**src/dsn_pkg.sv**
```systemverilog
package dsn_pkg;

  // ----------------------------------------------------------------------
  // Instruction encoding
  // ----------------------------------------------------------------------
  localparam logic [5:0] DSN_OPCODE       = 6'h13;
  localparam int         DSN_OP_MSB       = 15;
  localparam int         DSN_OP_LSB       = 10;
  localparam int         DSN_DEST_BIT     = 9;
  localparam int         DSN_BANK_BIT     = 8;
  localparam logic [7:0] DSN_INDEX_LIMIT  = 8'h5F;
  localparam logic [3:0] DSN_TWO_WORD_HI  = 4'hE;
  localparam logic [1:0] DSN_QPH_RESET    = 2'h0;
  localparam logic [7:0] DSN_ACC_RESET    = 8'h00;
  localparam logic [3:0] DSN_ACCESS_BANK  = 4'h0;

  // ----------------------------------------------------------------------
  // Carriers
  // ----------------------------------------------------------------------
  typedef struct packed {
    logic        we;
    logic [11:0] addr;
    logic [7:0]  wdata;
  } dsn_mem_wr_s;

  typedef enum logic [3:0] {
    DSN_EXEC = 4'b0001,
    DSN_SKIP = 4'b0010,
    DSN_SKIP2 = 4'b0100,
    DSN_IDLE = 4'b1000
  } dsn_state_e;

endpackage

```
**src/dsn_exec.sv**
```systemverilog
`timescale 1ns/1ps
// Functional notes
// - Opcode 010011 with d, a and 8-bit address decrements the register.
// - With d clear the result goes to the accumulator, else to the register.
// - A nonzero result discards the prefetched next word as a no-op cycle.
// - One cycle without skip, two with skip, three over a two-word follower.
// - Each skip cycle performs nothing in any of its four quarter phases.
// - With a set the address is bank select register joined with the byte.
// - With a clear, extended set on and address up to 5Fh, indexed mode.
// - Otherwise a clear addresses the access bank, ignoring the bank select.
module dsn_exec
  import dsn_pkg::*;
(
  input  wire logic        core_clk,
  input  wire logic        nrst,
  input  wire logic [15:0] instr,
  input  wire logic        instr_valid,
  input  wire logic [15:0] next_word,
  input  wire logic [3:0]  bank_select_register,
  input  wire logic        ext_set_en,
  input  wire logic [11:0] index_base,
  input  wire logic [7:0]  mem_rdata,
  output logic [11:0]      mem_raddr,
  output logic             mem_re,
  output dsn_mem_wr_s      mem_wr,
  output logic [7:0]       wreg,
  output logic             busy,
  output logic             skip_active
);

  // ----------------------------------------------------------------------
  // Phase sequencing
  // ----------------------------------------------------------------------
  logic [1:0] qph;
  logic       cyc_end;

  dsn_qphase u_qphase
  (
    .core_clk (core_clk),
    .nrst     (nrst),
    .qph      (qph),
    .cyc_end  (cyc_end)
  );

  // ----------------------------------------------------------------------
  // Decode
  // ----------------------------------------------------------------------
  dsn_state_e  state;
  dsn_state_e  next_state;
  logic [15:0] ir;
  logic [7:0]  operand;
  logic [7:0]  result;

  wire         hit      = instr_valid &&
                          instr[DSN_OP_MSB:DSN_OP_LSB] == DSN_OPCODE;
  wire         dest_f   = ir[DSN_DEST_BIT];
  wire         banked   = ir[DSN_BANK_BIT];
  wire [7:0]   faddr    = ir[7:0];
  wire         indexed  = !banked && ext_set_en &&
                          faddr <= DSN_INDEX_LIMIT;
  // Indexed mode adds the literal to a base from the indirect pointer.
  wire [11:0]  ea_index = index_base + {4'h0, faddr};
  wire [11:0]  ea_bank  = {bank_select_register, faddr};
  wire [11:0]  ea_acc   = {DSN_ACCESS_BANK, faddr};
  wire [11:0]  ea       = banked ? ea_bank :
                          (indexed ? ea_index : ea_acc);
  wire [7:0]   dec_val  = operand - 8'h01;
  wire         nonzero  = (result != 8'h00);
  // Two-word followers are recognised by their leading opcode nibble.
  wire         two_word = (next_word[15:12] == DSN_TWO_WORD_HI);
  wire         in_exec  = (state == DSN_EXEC);

  // ----------------------------------------------------------------------
  // Cycle state machine
  // ----------------------------------------------------------------------
  always_comb
  begin
    next_state = state;
    unique case (state)
      DSN_IDLE:
        if (cyc_end && hit)
          next_state = DSN_EXEC;
      DSN_EXEC:
        if (cyc_end)
          next_state = nonzero ? DSN_SKIP : DSN_IDLE;
      DSN_SKIP:
        if (cyc_end)
          next_state = two_word ? DSN_SKIP2 : DSN_IDLE;
      DSN_SKIP2:
        if (cyc_end)
          next_state = DSN_IDLE;
      default:
        next_state = DSN_IDLE;
    endcase
  end

  always_ff @(posedge core_clk or negedge nrst)
  begin
    if (!nrst)
    begin
      state <= DSN_IDLE;
      ir    <= 16'h0000;
    end
    else
    begin
      state <= next_state;
      if (state == DSN_IDLE && cyc_end && hit)
        ir <= instr;
    end
  end

  // ----------------------------------------------------------------------
  // Datapath per quarter phase
  // ----------------------------------------------------------------------
  always_ff @(posedge core_clk or negedge nrst)
  begin
    if (!nrst)
    begin
      mem_raddr   <= 12'h000;
      mem_re      <= 1'b0;
      operand     <= 8'h00;
      result      <= 8'h00;
      mem_wr      <= '0;
      wreg        <= DSN_ACC_RESET;
      busy        <= 1'b0;
      skip_active <= 1'b0;
    end
    else
    begin
      busy        <= (next_state != DSN_IDLE);
      skip_active <= (next_state == DSN_SKIP) ||
                     (next_state == DSN_SKIP2);
      mem_re      <= in_exec && qph == 2'h0;
      mem_wr.we   <= 1'b0;
      if (in_exec && qph == 2'h0)
        mem_raddr <= ea;
      if (in_exec && qph == 2'h1)
        operand <= mem_rdata;
      if (in_exec && qph == 2'h2)
      begin
        // Registered on the Q3 edge so the write stands during Q4 and
        // never spills into the first phase of a following skip cycle.
        result <= dec_val;
        if (dest_f)
        begin
          mem_wr.we    <= 1'b1;
          mem_wr.addr  <= mem_raddr;
          mem_wr.wdata <= dec_val;
        end
        else
          wreg <= dec_val;
      end
    end
  end

  // ----------------------------------------------------------------------
  // Checks
  // ----------------------------------------------------------------------
  property p_skip_idle;
    @(posedge core_clk) disable iff (!nrst)
      (state == DSN_SKIP) |-> !mem_wr.we && !mem_re;
  endproperty
  a_skip_idle: assert property (p_skip_idle)
    else $error("activity during skip cycle");

  property p_skip_on_nz;
    @(posedge core_clk) disable iff (!nrst)
      (in_exec && cyc_end && nonzero) |=> (state == DSN_SKIP);
  endproperty
  a_skip_on_nz: assert property (p_skip_on_nz)
    else $error("nonzero result did not skip");

  property p_noskip_zero;
    @(posedge core_clk) disable iff (!nrst)
      (in_exec && cyc_end && !nonzero) |=> (state == DSN_IDLE);
  endproperty
  a_noskip_zero: assert property (p_noskip_zero)
    else $error("zero result did not finish");

  property p_dec;
    @(posedge core_clk) disable iff (!nrst)
      (in_exec && qph == 2'h2) |=> (result == $past(operand) - 8'h01);
  endproperty
  a_dec: assert property (p_dec)
    else $error("decrement wrong");

  property p_wdest;
    @(posedge core_clk) disable iff (!nrst)
      (in_exec && qph == 2'h2 && !dest_f) |=> !mem_wr.we && wreg == result;
  endproperty
  a_wdest: assert property (p_wdest)
    else $error("accumulator destination wrong");

  property p_bank;
    @(posedge core_clk) disable iff (!nrst)
      (in_exec && qph == 2'h0 && banked) |=>
        mem_raddr == {$past(bank_select_register), $past(faddr)};
  endproperty
  a_bank: assert property (p_bank)
    else $error("banked address wrong");

  property p_access;
    @(posedge core_clk) disable iff (!nrst)
      (in_exec && qph == 2'h0 && !banked && !indexed) |=>
        mem_raddr[11:8] == DSN_ACCESS_BANK;
  endproperty
  a_access: assert property (p_access)
    else $error("access bank address wrong");

  property p_phase_read;
    @(posedge core_clk) disable iff (!nrst)
      mem_re |-> $past(qph) == 2'h0 && qph == 2'h1;
  endproperty
  a_phase_read: assert property (p_phase_read)
    else $error("read strobe outside second phase");

  property p_skip2;
    @(posedge core_clk) disable iff (!nrst)
      (state == DSN_SKIP && cyc_end && two_word) |=>
        (state == DSN_SKIP2) [*4] ##1 (state == DSN_IDLE);
  endproperty
  a_skip2: assert property (p_skip2)
    else $error("two-word skip length wrong");

  property p_index;
    @(posedge core_clk) disable iff (!nrst)
      (in_exec && qph == 2'h0 && indexed) |=>
        mem_raddr == $past(ea_index);
  endproperty
  a_index: assert property (p_index)
    else $error("indexed address wrong");

endmodule

```
**src/dsn_qphase.sv**
```systemverilog
`timescale 1ns/1ps
module dsn_qphase
  import dsn_pkg::*;
(
  input  wire logic       core_clk,
  input  wire logic       nrst,
  output logic [1:0]      qph,
  output logic            cyc_end
);

  always_ff @(posedge core_clk or negedge nrst)
  begin
    if (!nrst)
    begin
      qph <= DSN_QPH_RESET;
    end
    else
    begin
      qph <= qph + 2'h1;
    end
  end

  assign cyc_end = (qph == 2'h3);

endmodule

```
**config.mk**
```make
export PLATFORM = sky130hd
export DESIGN_NAME = dsn_exec
export DESIGN_NICKNAME = d
export VERILOG_FILES = /design/src/dsn_pkg.sv /design/src/dsn_exec.sv /design/src/dsn_qphase.sv
export SDC_FILE = /design/constraint.sdc
export NUM_CORES = 1
export LEC_CHECK = 0
export ABC_AREA = 1
export CORE_UTILIZATION = 50
export DETAILED_ROUTE_END_ITERATION = 8
export DONT_BUFFER_PORTS = 1
export HOLD_SLACK_MARGIN = 0.08
export PLACE_DENSITY = 0.68
export SYNTH_ARGS = -nofsm -noshare
export SYNTH_HDL_FRONTEND = slang
export SYNTH_HIERARCHICAL = 1
export SYNTH_SLANG_ARGS = --single-unit
```
**constraint.sdc**
```tcl
create_clock -name core_clk -period 1.7 [get_ports core_clk]
set_clock_uncertainty 0.15 [all_clocks]
set_input_delay 0.34 -clock core_clk [delete_from_list [all_inputs] [get_ports core_clk]]
set_output_delay 0.34 -clock core_clk [all_outputs]
set_load 0.02 [all_outputs]
```
==> results of run 1 <==
==> power by group <==
group	switching, uW	internal, uW
combinational	169	180
sequential	34.0	1840
clock	678	672
==> layout make-up <==
type	instances	area (sq um)
tap	99	124
clock inverter	6	65.1
timing repair buffer	67	609
multi-input combinational	287	1710
fill	599	2490
sequential	76	1900
inverter	59	224
clock buffer	9	124
==> sequential cells by signal (all words and copies together) (netlist names) <==
signal        count
mem_re            1
mem_raddr        12
result            8
skip_active       1
operand           8
state             4
mem_wr           21
busy              1
wreg              8
ir               10
u_qphase/qph      2
==> cells in the mapped netlist (3+ instances only) <==
| cell | number |
|---|---|
| mux2_4 | 3 |
| ha_1 | 10 |
| buf_6 | 4 |
| nand3_2 | 3 |
| buf_2 | 5 |
| a22oi_1 | 4 |
| o21ai_2 | 5 |
| nand3_1 | 25 |
| inv_2 | 3 |
| xnor2_1 | 3 |
| nor3_1 | 4 |
| a21boi_0 | 3 |
| xor2_1 | 5 |
| dfrtp_1 | 75 |
| o21ai_0 | 26 |
| o22ai_1 | 3 |
| o21ai_1 | 11 |
| inv_1 | 56 |
| mux2_2 | 7 |
| nor2_1 | 36 |
| nand4_1 | 8 |
| nand2_1 | 101 |
| a21oi_1 | 21 |
==> critical path: stages (launching register included) <==
cell and delay (ns):
dfrtp_1 0.38, ha_2 0.19, fa_2 0.36, nand2_2 0.10
nand3_4 0.09, nand3_2 0.09, a21oi_1 0.07, nor2_1 0.08
nand2_1 0.05, nand2_1 0.07, o21ai_1 0.06
==> what timing repair did <==
item                                   in CTS  in global routing
gates resized for setup                    22                 22
pin swaps                                   3                  8
hold buffers                               24                  2
gates cloned                                0                  0
buffers inserted                            1                  3
setup endpoints to repair                  10                 26
endpoints found under the hold margin      98                 77
==> kinds of logic (layout without fill, tap and decap cells) <==
group / count (synthesis) / after routing / share of synthesized area [%]
flops: 76 / 76 / 50.6
compound gates: 75 / 75 / 11.2
xor+xnor: 8 / 8 / 1.86
buf+inv: 70 / 141 / 8.06
fa+ha+maj: 11 / 11 / 3.86
mux: 10 / 10 / 3.30
simple gates: 183 / 183 / 21.1
==> per-layer routing <==
metal / global-route usage (%) / vias up / routed length [microns]
li1: - / 1535 / -
met1: 29.8 / 1490 / 3860
met3: 7.37 / 13 / 514
met5: 0 / - / 0
met4: 9.97 / 0 / 174
met2: 37.4 / 79 / 4310
==> final timing paths <==
check	from	endpoint	slack [ns]	cells past startpoint
worst max-delay path	ir[0]	mem_raddr[6]	-0.1	10
worst min-delay path	nrst	mem_wr[7]	-0.48	0
worst max register to register	ir[0]	mem_raddr[6]	-0.1	10
worst min register to register	result[1]	result[1]	0.34	2
max in group asynchronous	nrst	state[3]	1.70	0
min in group core_clk	next_word[13]	state[2]	0.13	4
==> cell usage in the layout (no fill, tap or decap), types with 2 or more instances in the layout <==
cell / n
ha_2: 3
o21ai_0: 18
clkbuf_8: 9
nand2_1: 98
mux2_2: 7
a21oi_1: 20
o21ai_2: 6
nor2_1: 32
o22ai_1: 3
nand2_2: 3
xor2_1: 5
a21boi_1: 2
xnor2_1: 3
o21ai_1: 18
nand3_1: 19
dlygate4sd3_1: 26
clkinv_2: 2
inv_1: 54
nand3_2: 8
buf_4: 37
nor2_2: 5
nand4_1: 8
inv_2: 4
buf_12: 3
ha_4: 6
dfrtp_1: 74
a22oi_1: 3
nor3_1: 3
mux2_4: 3
==> per-stage QoR <==
stage | std cells | setup TNS [ns]
floorplan | 433 | -0.285
global placement | 558 | -0.379
detailed placement | 558 | -0.881
CTS | 598 | -0.261
global route | 603 | -1.37
finish | 603 | -0.260
==> results.md, run 1 <==
- Summed over all layers, the routed wires come to 8.85 mm.
- After layout, the worst path uses 106% of the clock period.
- After technology mapping, the gate count stands at 433.
- The average size of a mapped cell is around 8.7 sq um.
- The H-tree generated during clock tree synthesis spans 3 levels.
- The total setup violations reported at the end of the flow is 5.
- Compared with the post-synthesis result, the final layout area differs by 26.8%.
- Clock tree synthesis found a total of 76 sinks.
- The post-synth design cell area is 3760 sq um.
- The transition time of the tightest slew-check pin is 0.391 ns.
- Cells fill approximately two thirds of the core in the end.
- After global routing the overflow that remains totals 0.
- The die is between 80 and 90 microns wide.
- The detailed router finished its first iteration with 149 violations.
- The first-pass GRT wire length is roughly 14 mm.
- Timing would allow up to about 560 MHz.
- Sequential cells were found to cover roughly 50% of the synthesized design area.
- The number of distinct library cell variants in the gate-level netlist after synthesis is 35.
- For this run, design rule violations remaining after detail routing come to 0.
- The synthesized design spends more area on one cell type than any other, namely dfrtp_1.
- Setup repair after global routing could not meet its margin everywhere.
- Summed over all nets, the half-perimeter wirelength after detailed placement is around 6.3 mm.
- In this run the static leakage power is 0.00241 uW.
- After clock tree synthesis, the clock-pin slew on the worst setup and hold paths is 0.09 ns.
- The sort of element at the end of the critical path is a flip-flop.
- At the worst endpoint, the required time is ~1.8 ns.
- The ratio of total power to cell area is between 700 and 800 nW/um^2.
- The floorplan core area is 7250 sq um.
- Before antenna repair, the detailed router went through 5 iterations.
- The CTS tree is built.
- The pin count of the biggest net entering global routing is 77.
- The critical path start-end classification is reg -> reg.
- The number of antenna diodes is 0.
- The total placed instance area is 4120 sq um.
- The most used flip-flop cell after synthesis is dfrtp_1.
- The setup slack after layout is -0.0960 ns.
- The maximum VDD drop is 0.448 mV.
- After synthesis the netlist holds a flip-flop and latch count of 76.
- The via total after detailed routing is between 3k and 4k.
- The number of port buffers is 0.
- The number of antenna violations at the first check in global routing is 0.
- The hold slack is -0.477 ns.
- The die is just under 90 microns tall.
- The number of violations of the max-capacitance limit is 0.
- Counting flops with a built-in enable in the synthesized netlist gives 0.
- The critical path startpoint category is a flip-flop.
- The total number of yosys warnings is 6.
- The number of nets at the end of the flow is 571.
- The layout cell share with drive strength beyond 1 is 22.4%.
- The via count of the first global-routing pass came to slightly above 3k.
- The run finished, with violations left.
- In this run the core area contains 31 standard-cell rows.
- The peak fanout along the critical path is 3.
- The post-synthesis async set-or-reset flop share is 100%.
- The boundary pin count is 104.
- The total clock buffers created by CTS is 9.
- The worst min-delay path category is in -> async.
- The arrival time of data at the critical path endpoint is 1.89 ns.
- The checks that failed: negative hold slack, negative setup slack.
- The mean routed wirelength per cell is 14.7 microns.
- Prior to clock tree synthesis, the placed netlist has a worst setup slack of -0.184 ns.
- In this run the deepest clock path goes through 2 buffers.
- The total non-filler cell area in the finished layout is 4760 sq um.
- The via density per instance is roughly 5.2.
- The minimum clock period after layout is around 1.8 ns.
- The die footprint is 7870 sq um.
- The number of failing hold endpoints at the final stage is 76.
- Clock tree synthesis selected as its root buffer the cell clkbuf_8.
- For the worst-skew pair, the clock arrives at the later sink with an insertion delay of ~0.36 ns.
- Global routing consumed, over all layers together, a little under a quarter of the routing resources.
- The number of nets in the synthesized netlist is ~500.
- The post-route antenna net violation count is 0.
- The initial standard-cell utilization of the core is 51.8%.
- Ranked by total cell area, the synthesized netlist is headed by dfrtp_1 50%, nand2_1 10%, inv_1 5.6%.
- The post-layout total power is 3570 uW.
- The routability congestion estimate is 0.917.
- The final max-slew violation count is 0.
- The synthesized design devotes to its leading area cell type 49.9% of total area.
- The worst pin sits at a relative slew slack of 73.9%.
Note: power is estimated with default switching activity, not from simulation.
==> inputs of run 2 (changes only) <==
- REMOVE_ABC_BUFFERS: not set -> 1
==> run 2 against run 1 <==
Compared with the run above:
- the flow still finishes with violations (negative hold slack, negative setup slack)
- first-iteration DRC count is 24% lower
- clock-buffer cell count grew 2
- final cell count increased by 0.50%
- wire length up 4.0%
- critical path depth shrank 1
- utilization rose by 3.6 points
==> results.md, run 2 (synthesis results as in run 1) <==
- The total placed instance area is 4100 sq um (-0.61%).
- The pin count of the biggest net entering global routing is 77 (unchanged).
- The register-to-register setup slack came to -0.09 ns (about the same).
- The via total after detailed routing is 3,156 (+1.3%).
- The total non-filler cell area in the finished layout is 5020 sq um (+5.4%).
- The clock insertion delay at the later pin of the skew report is 0.34 ns (-0.02 ns).
- The via density per instance was 5.21 (+0.75%).
- The initial standard-cell utilization of the core is 51.8% (unchanged).
- The maximum frequency from static timing analysis is 558 MHz (+0.26%).
- The total setup violations reported at the end of the flow is 8 (+3).
- The maximum VDD drop was 0.472 mV (+5.4%).
- The peak fanout along the critical path is 3 (unchanged).
- The number of cells in the design after placement is 557 (-0.18%).
- The final critical-path share of the clock period was 105% (-0.27 points).
- The number of nets at the end of the flow was 573 (+0.35%).
- The post-layout total power is 3740 uW (+4.7%).
- The final max-slew violation count is 0 (unchanged).
- The number of antenna diodes is 0 (unchanged).
- The worst path required time was 1.81 ns (about the same).
- The relative max-transition margin is 78.5% (+4.7 points).
- The largest registers in the layout are mem_wr (21), mem_raddr (12), ir (10).
- The floorplan core area is 7250 sq um (unchanged).
- The via count of the first global-routing pass is 2,976 (-1.5%).
- The remaining design rule violation count came to 0 (unchanged).
- The transition time of the tightest slew-check pin is 0.321 ns (-0.0697 ns).
- The minimum clock period after layout was 1.79 ns (-0.00460 ns).
- The critical path startpoint category is a flip-flop.
- The sort of element at the end of the critical path is a flip-flop.
- The number of levels the H-tree was split into came to 3 (unchanged).
- The hold slack came to -0.465 ns (+0.0117 ns).
- The mean routed wirelength per cell is 15.2 microns (+3.5%).
- Compared with the post-synthesis result, the final layout area differs by 33.6%.
- The post-layout instance count excluding filler cells came to 606 (+0.50%).
- The die footprint is 7870 sq um (unchanged).
- The routability congestion estimate is 0.866 (-5.6%).
- The ratio of total power to cell area is 744 nW/um^2 (-0.70%).
- The number of failing hold endpoints at the final stage is 76 (unchanged).
- The most common cell after layout, fill and taps aside is nand2_1.
- The violation count after the first detailed-route iteration is 113 (-24%).
- The total wire length after detailed routing is 9.21 mm (+4.0%).
- The number of cells traversed by the worst register-to-register path is 9 (-1).
- The number of iterations in the first detailed-routing pass was 4 (-1).
- The flow ran to the end, but the final reports show violations.
- The CTS sink count is 76 (unchanged).
- The maximum clock insertion buffer count is 2 (unchanged).
- The worst register-to-register path ends at mem_raddr[8].
- The launch point of the worst reg-to-reg path is ir[0].
- The CTS tree is built.
- Setup repair after global routing could not meet its margin everywhere.
- The checks that failed: negative hold slack, negative setup slack.
- The die width is 88.7 microns (unchanged).
- The total clock buffers created by CTS is 9 (unchanged).
- In the layout the commonest cells are 79 x nand2_1, 74 x dfrtp_1, 54 x inv_1.
- The flip-flop count of the largest register after layout is 21 (unchanged).
- The first-pass GRT wire length is 13.5 mm (-2.1%).
- The post-route antenna net violation count came to 0 (unchanged).
- The cell leakage power is 0.00248 uW (+2.9%).
- The post-CTS clock slew at the launch and capture registers of the worst setup and hold paths was 0.08 ns (about the same).
- The arrival time of data at the critical path endpoint is 1.91 ns (+0.02 ns).
- The final global-route overflow total was 0 (unchanged).
- The HPWL reported at the end of detailed placement is 6.19 mm (-1.2%).
- The number of violations of the max-capacitance limit is 0 (unchanged).
- The total global-route track usage came to 23.3% (-0.21 points).
- The clock root buffer is clkbuf_8.
- The layout cell share with drive strength beyond 1 is 30.0% (+7.6 points).
- The worst setup path is of the reg -> reg kind.
- The setup slack after layout is -0.0914 ns (+0.00460 ns).
- Ranked by flip-flop count, first place goes to mem_wr.
- The floorplan row count is 31 (unchanged).
- The boundary pin count is 104 (unchanged).
- The worst hold path belongs to the class in -> async.
- The number of port buffers is 0 (unchanged).
- The number of antenna violations at the first check in global routing is 0 (unchanged).
- The die height was 88.7 microns (unchanged).
## run 2: cell types whose count changed in the layout (fill, tap and decap cells not counted), moves of 3 or more
cell,delta
nand3_1,-10
buf_4,-3
nand3_2,+7
ha_4,+3
a21oi_1,-3
nand2_1,-19
nand2_2,+16
nand2_4,+3
buf_6,+5
nand3_4,+3
## run 2: layer usage
layer | global-route usage (%) | up-vias | routed length (microns)
li1 | - | 1541 | -
met1 | 26.1 | 1539 | 3690
met5 | 0 | - | 0
met4 | 9.53 | 0 | 76
met2 | 42.1 | 68 | 4990
met3 | 5.97 | 8 | 444
## run 2: how the worst max path moves through the flow
| stage | from | slack [ns] | endpoint |
|---|---|---|---|
| 5_1_grt | ir[0] | -0.18 | mem_raddr[6] |
| 4_1_cts | ir[0] | -0.08 | mem_raddr[8] |
| 2_1_floorplan | state[2] | -0.15 | mem_wr[7] |
| 6_report | ir[0] | -0.09 | mem_raddr[8] |
| 3_3_place_gp | ir[0] | -0.15 | mem_raddr[6] |
| 3_5_place_dp | ir[0] | -0.21 | mem_raddr[8] |
## run 2: stage by stage
stage | setup WS (ns) | utilization [%] | hold slack [ns] | TNS (ns)
final | -0.0914 | 69.2 | -0.465 | -0.379
after global routing | -0.180 | 69.2 | -0.490 | -1.40
after CTS | -0.0764 | 64.3 | -0.490 | -0.215
after detailed placement | -0.211 | 56.5 | -0.103 | -1.12
after global placement | -0.148 | 56.5 | -0.103 | -0.700
after floorplan | -0.150 | - | -0.106 | -3.97
## run 2: repair_timing
item,4_1_cts,5_1_grt
hold endpoints to repair,98,77
buffers inserted,0,7
pin swaps,5,32
hold buffers,24,2
endpoints found under the setup margin,10,38
resized for setup,28,74
## run 2: cell type report
type                            count  area, sq um
Fill cell                         577         2230
Multi-Input combinational cell    287         1920
Sequential cell                    76         1900
Timing Repair Buffer               69          638
Inverter                           59          226
Clock buffer                       11          151
Tap cell                           99          124
Clock inverter                      5         60.1
## run 2: critical path, cell delays in order (launching register included)
cell and delay, ns:
dfrtp_1 0.42, ha_4 0.18, fa_2 0.36, nand2_4 0.10, nand3_4 0.09, nand3_2 0.08
nand2_1 0.05, nand2_1 0.07, nand3_2 0.08, a22oi_2 0.13
## run 2: power by group
group          internal [uW]  switching (uW)  total, uW
Clock                    761             690       1450
Combinational            208             205        413
Sequential              1840            35.4       1870
Total                   2810             931       3740
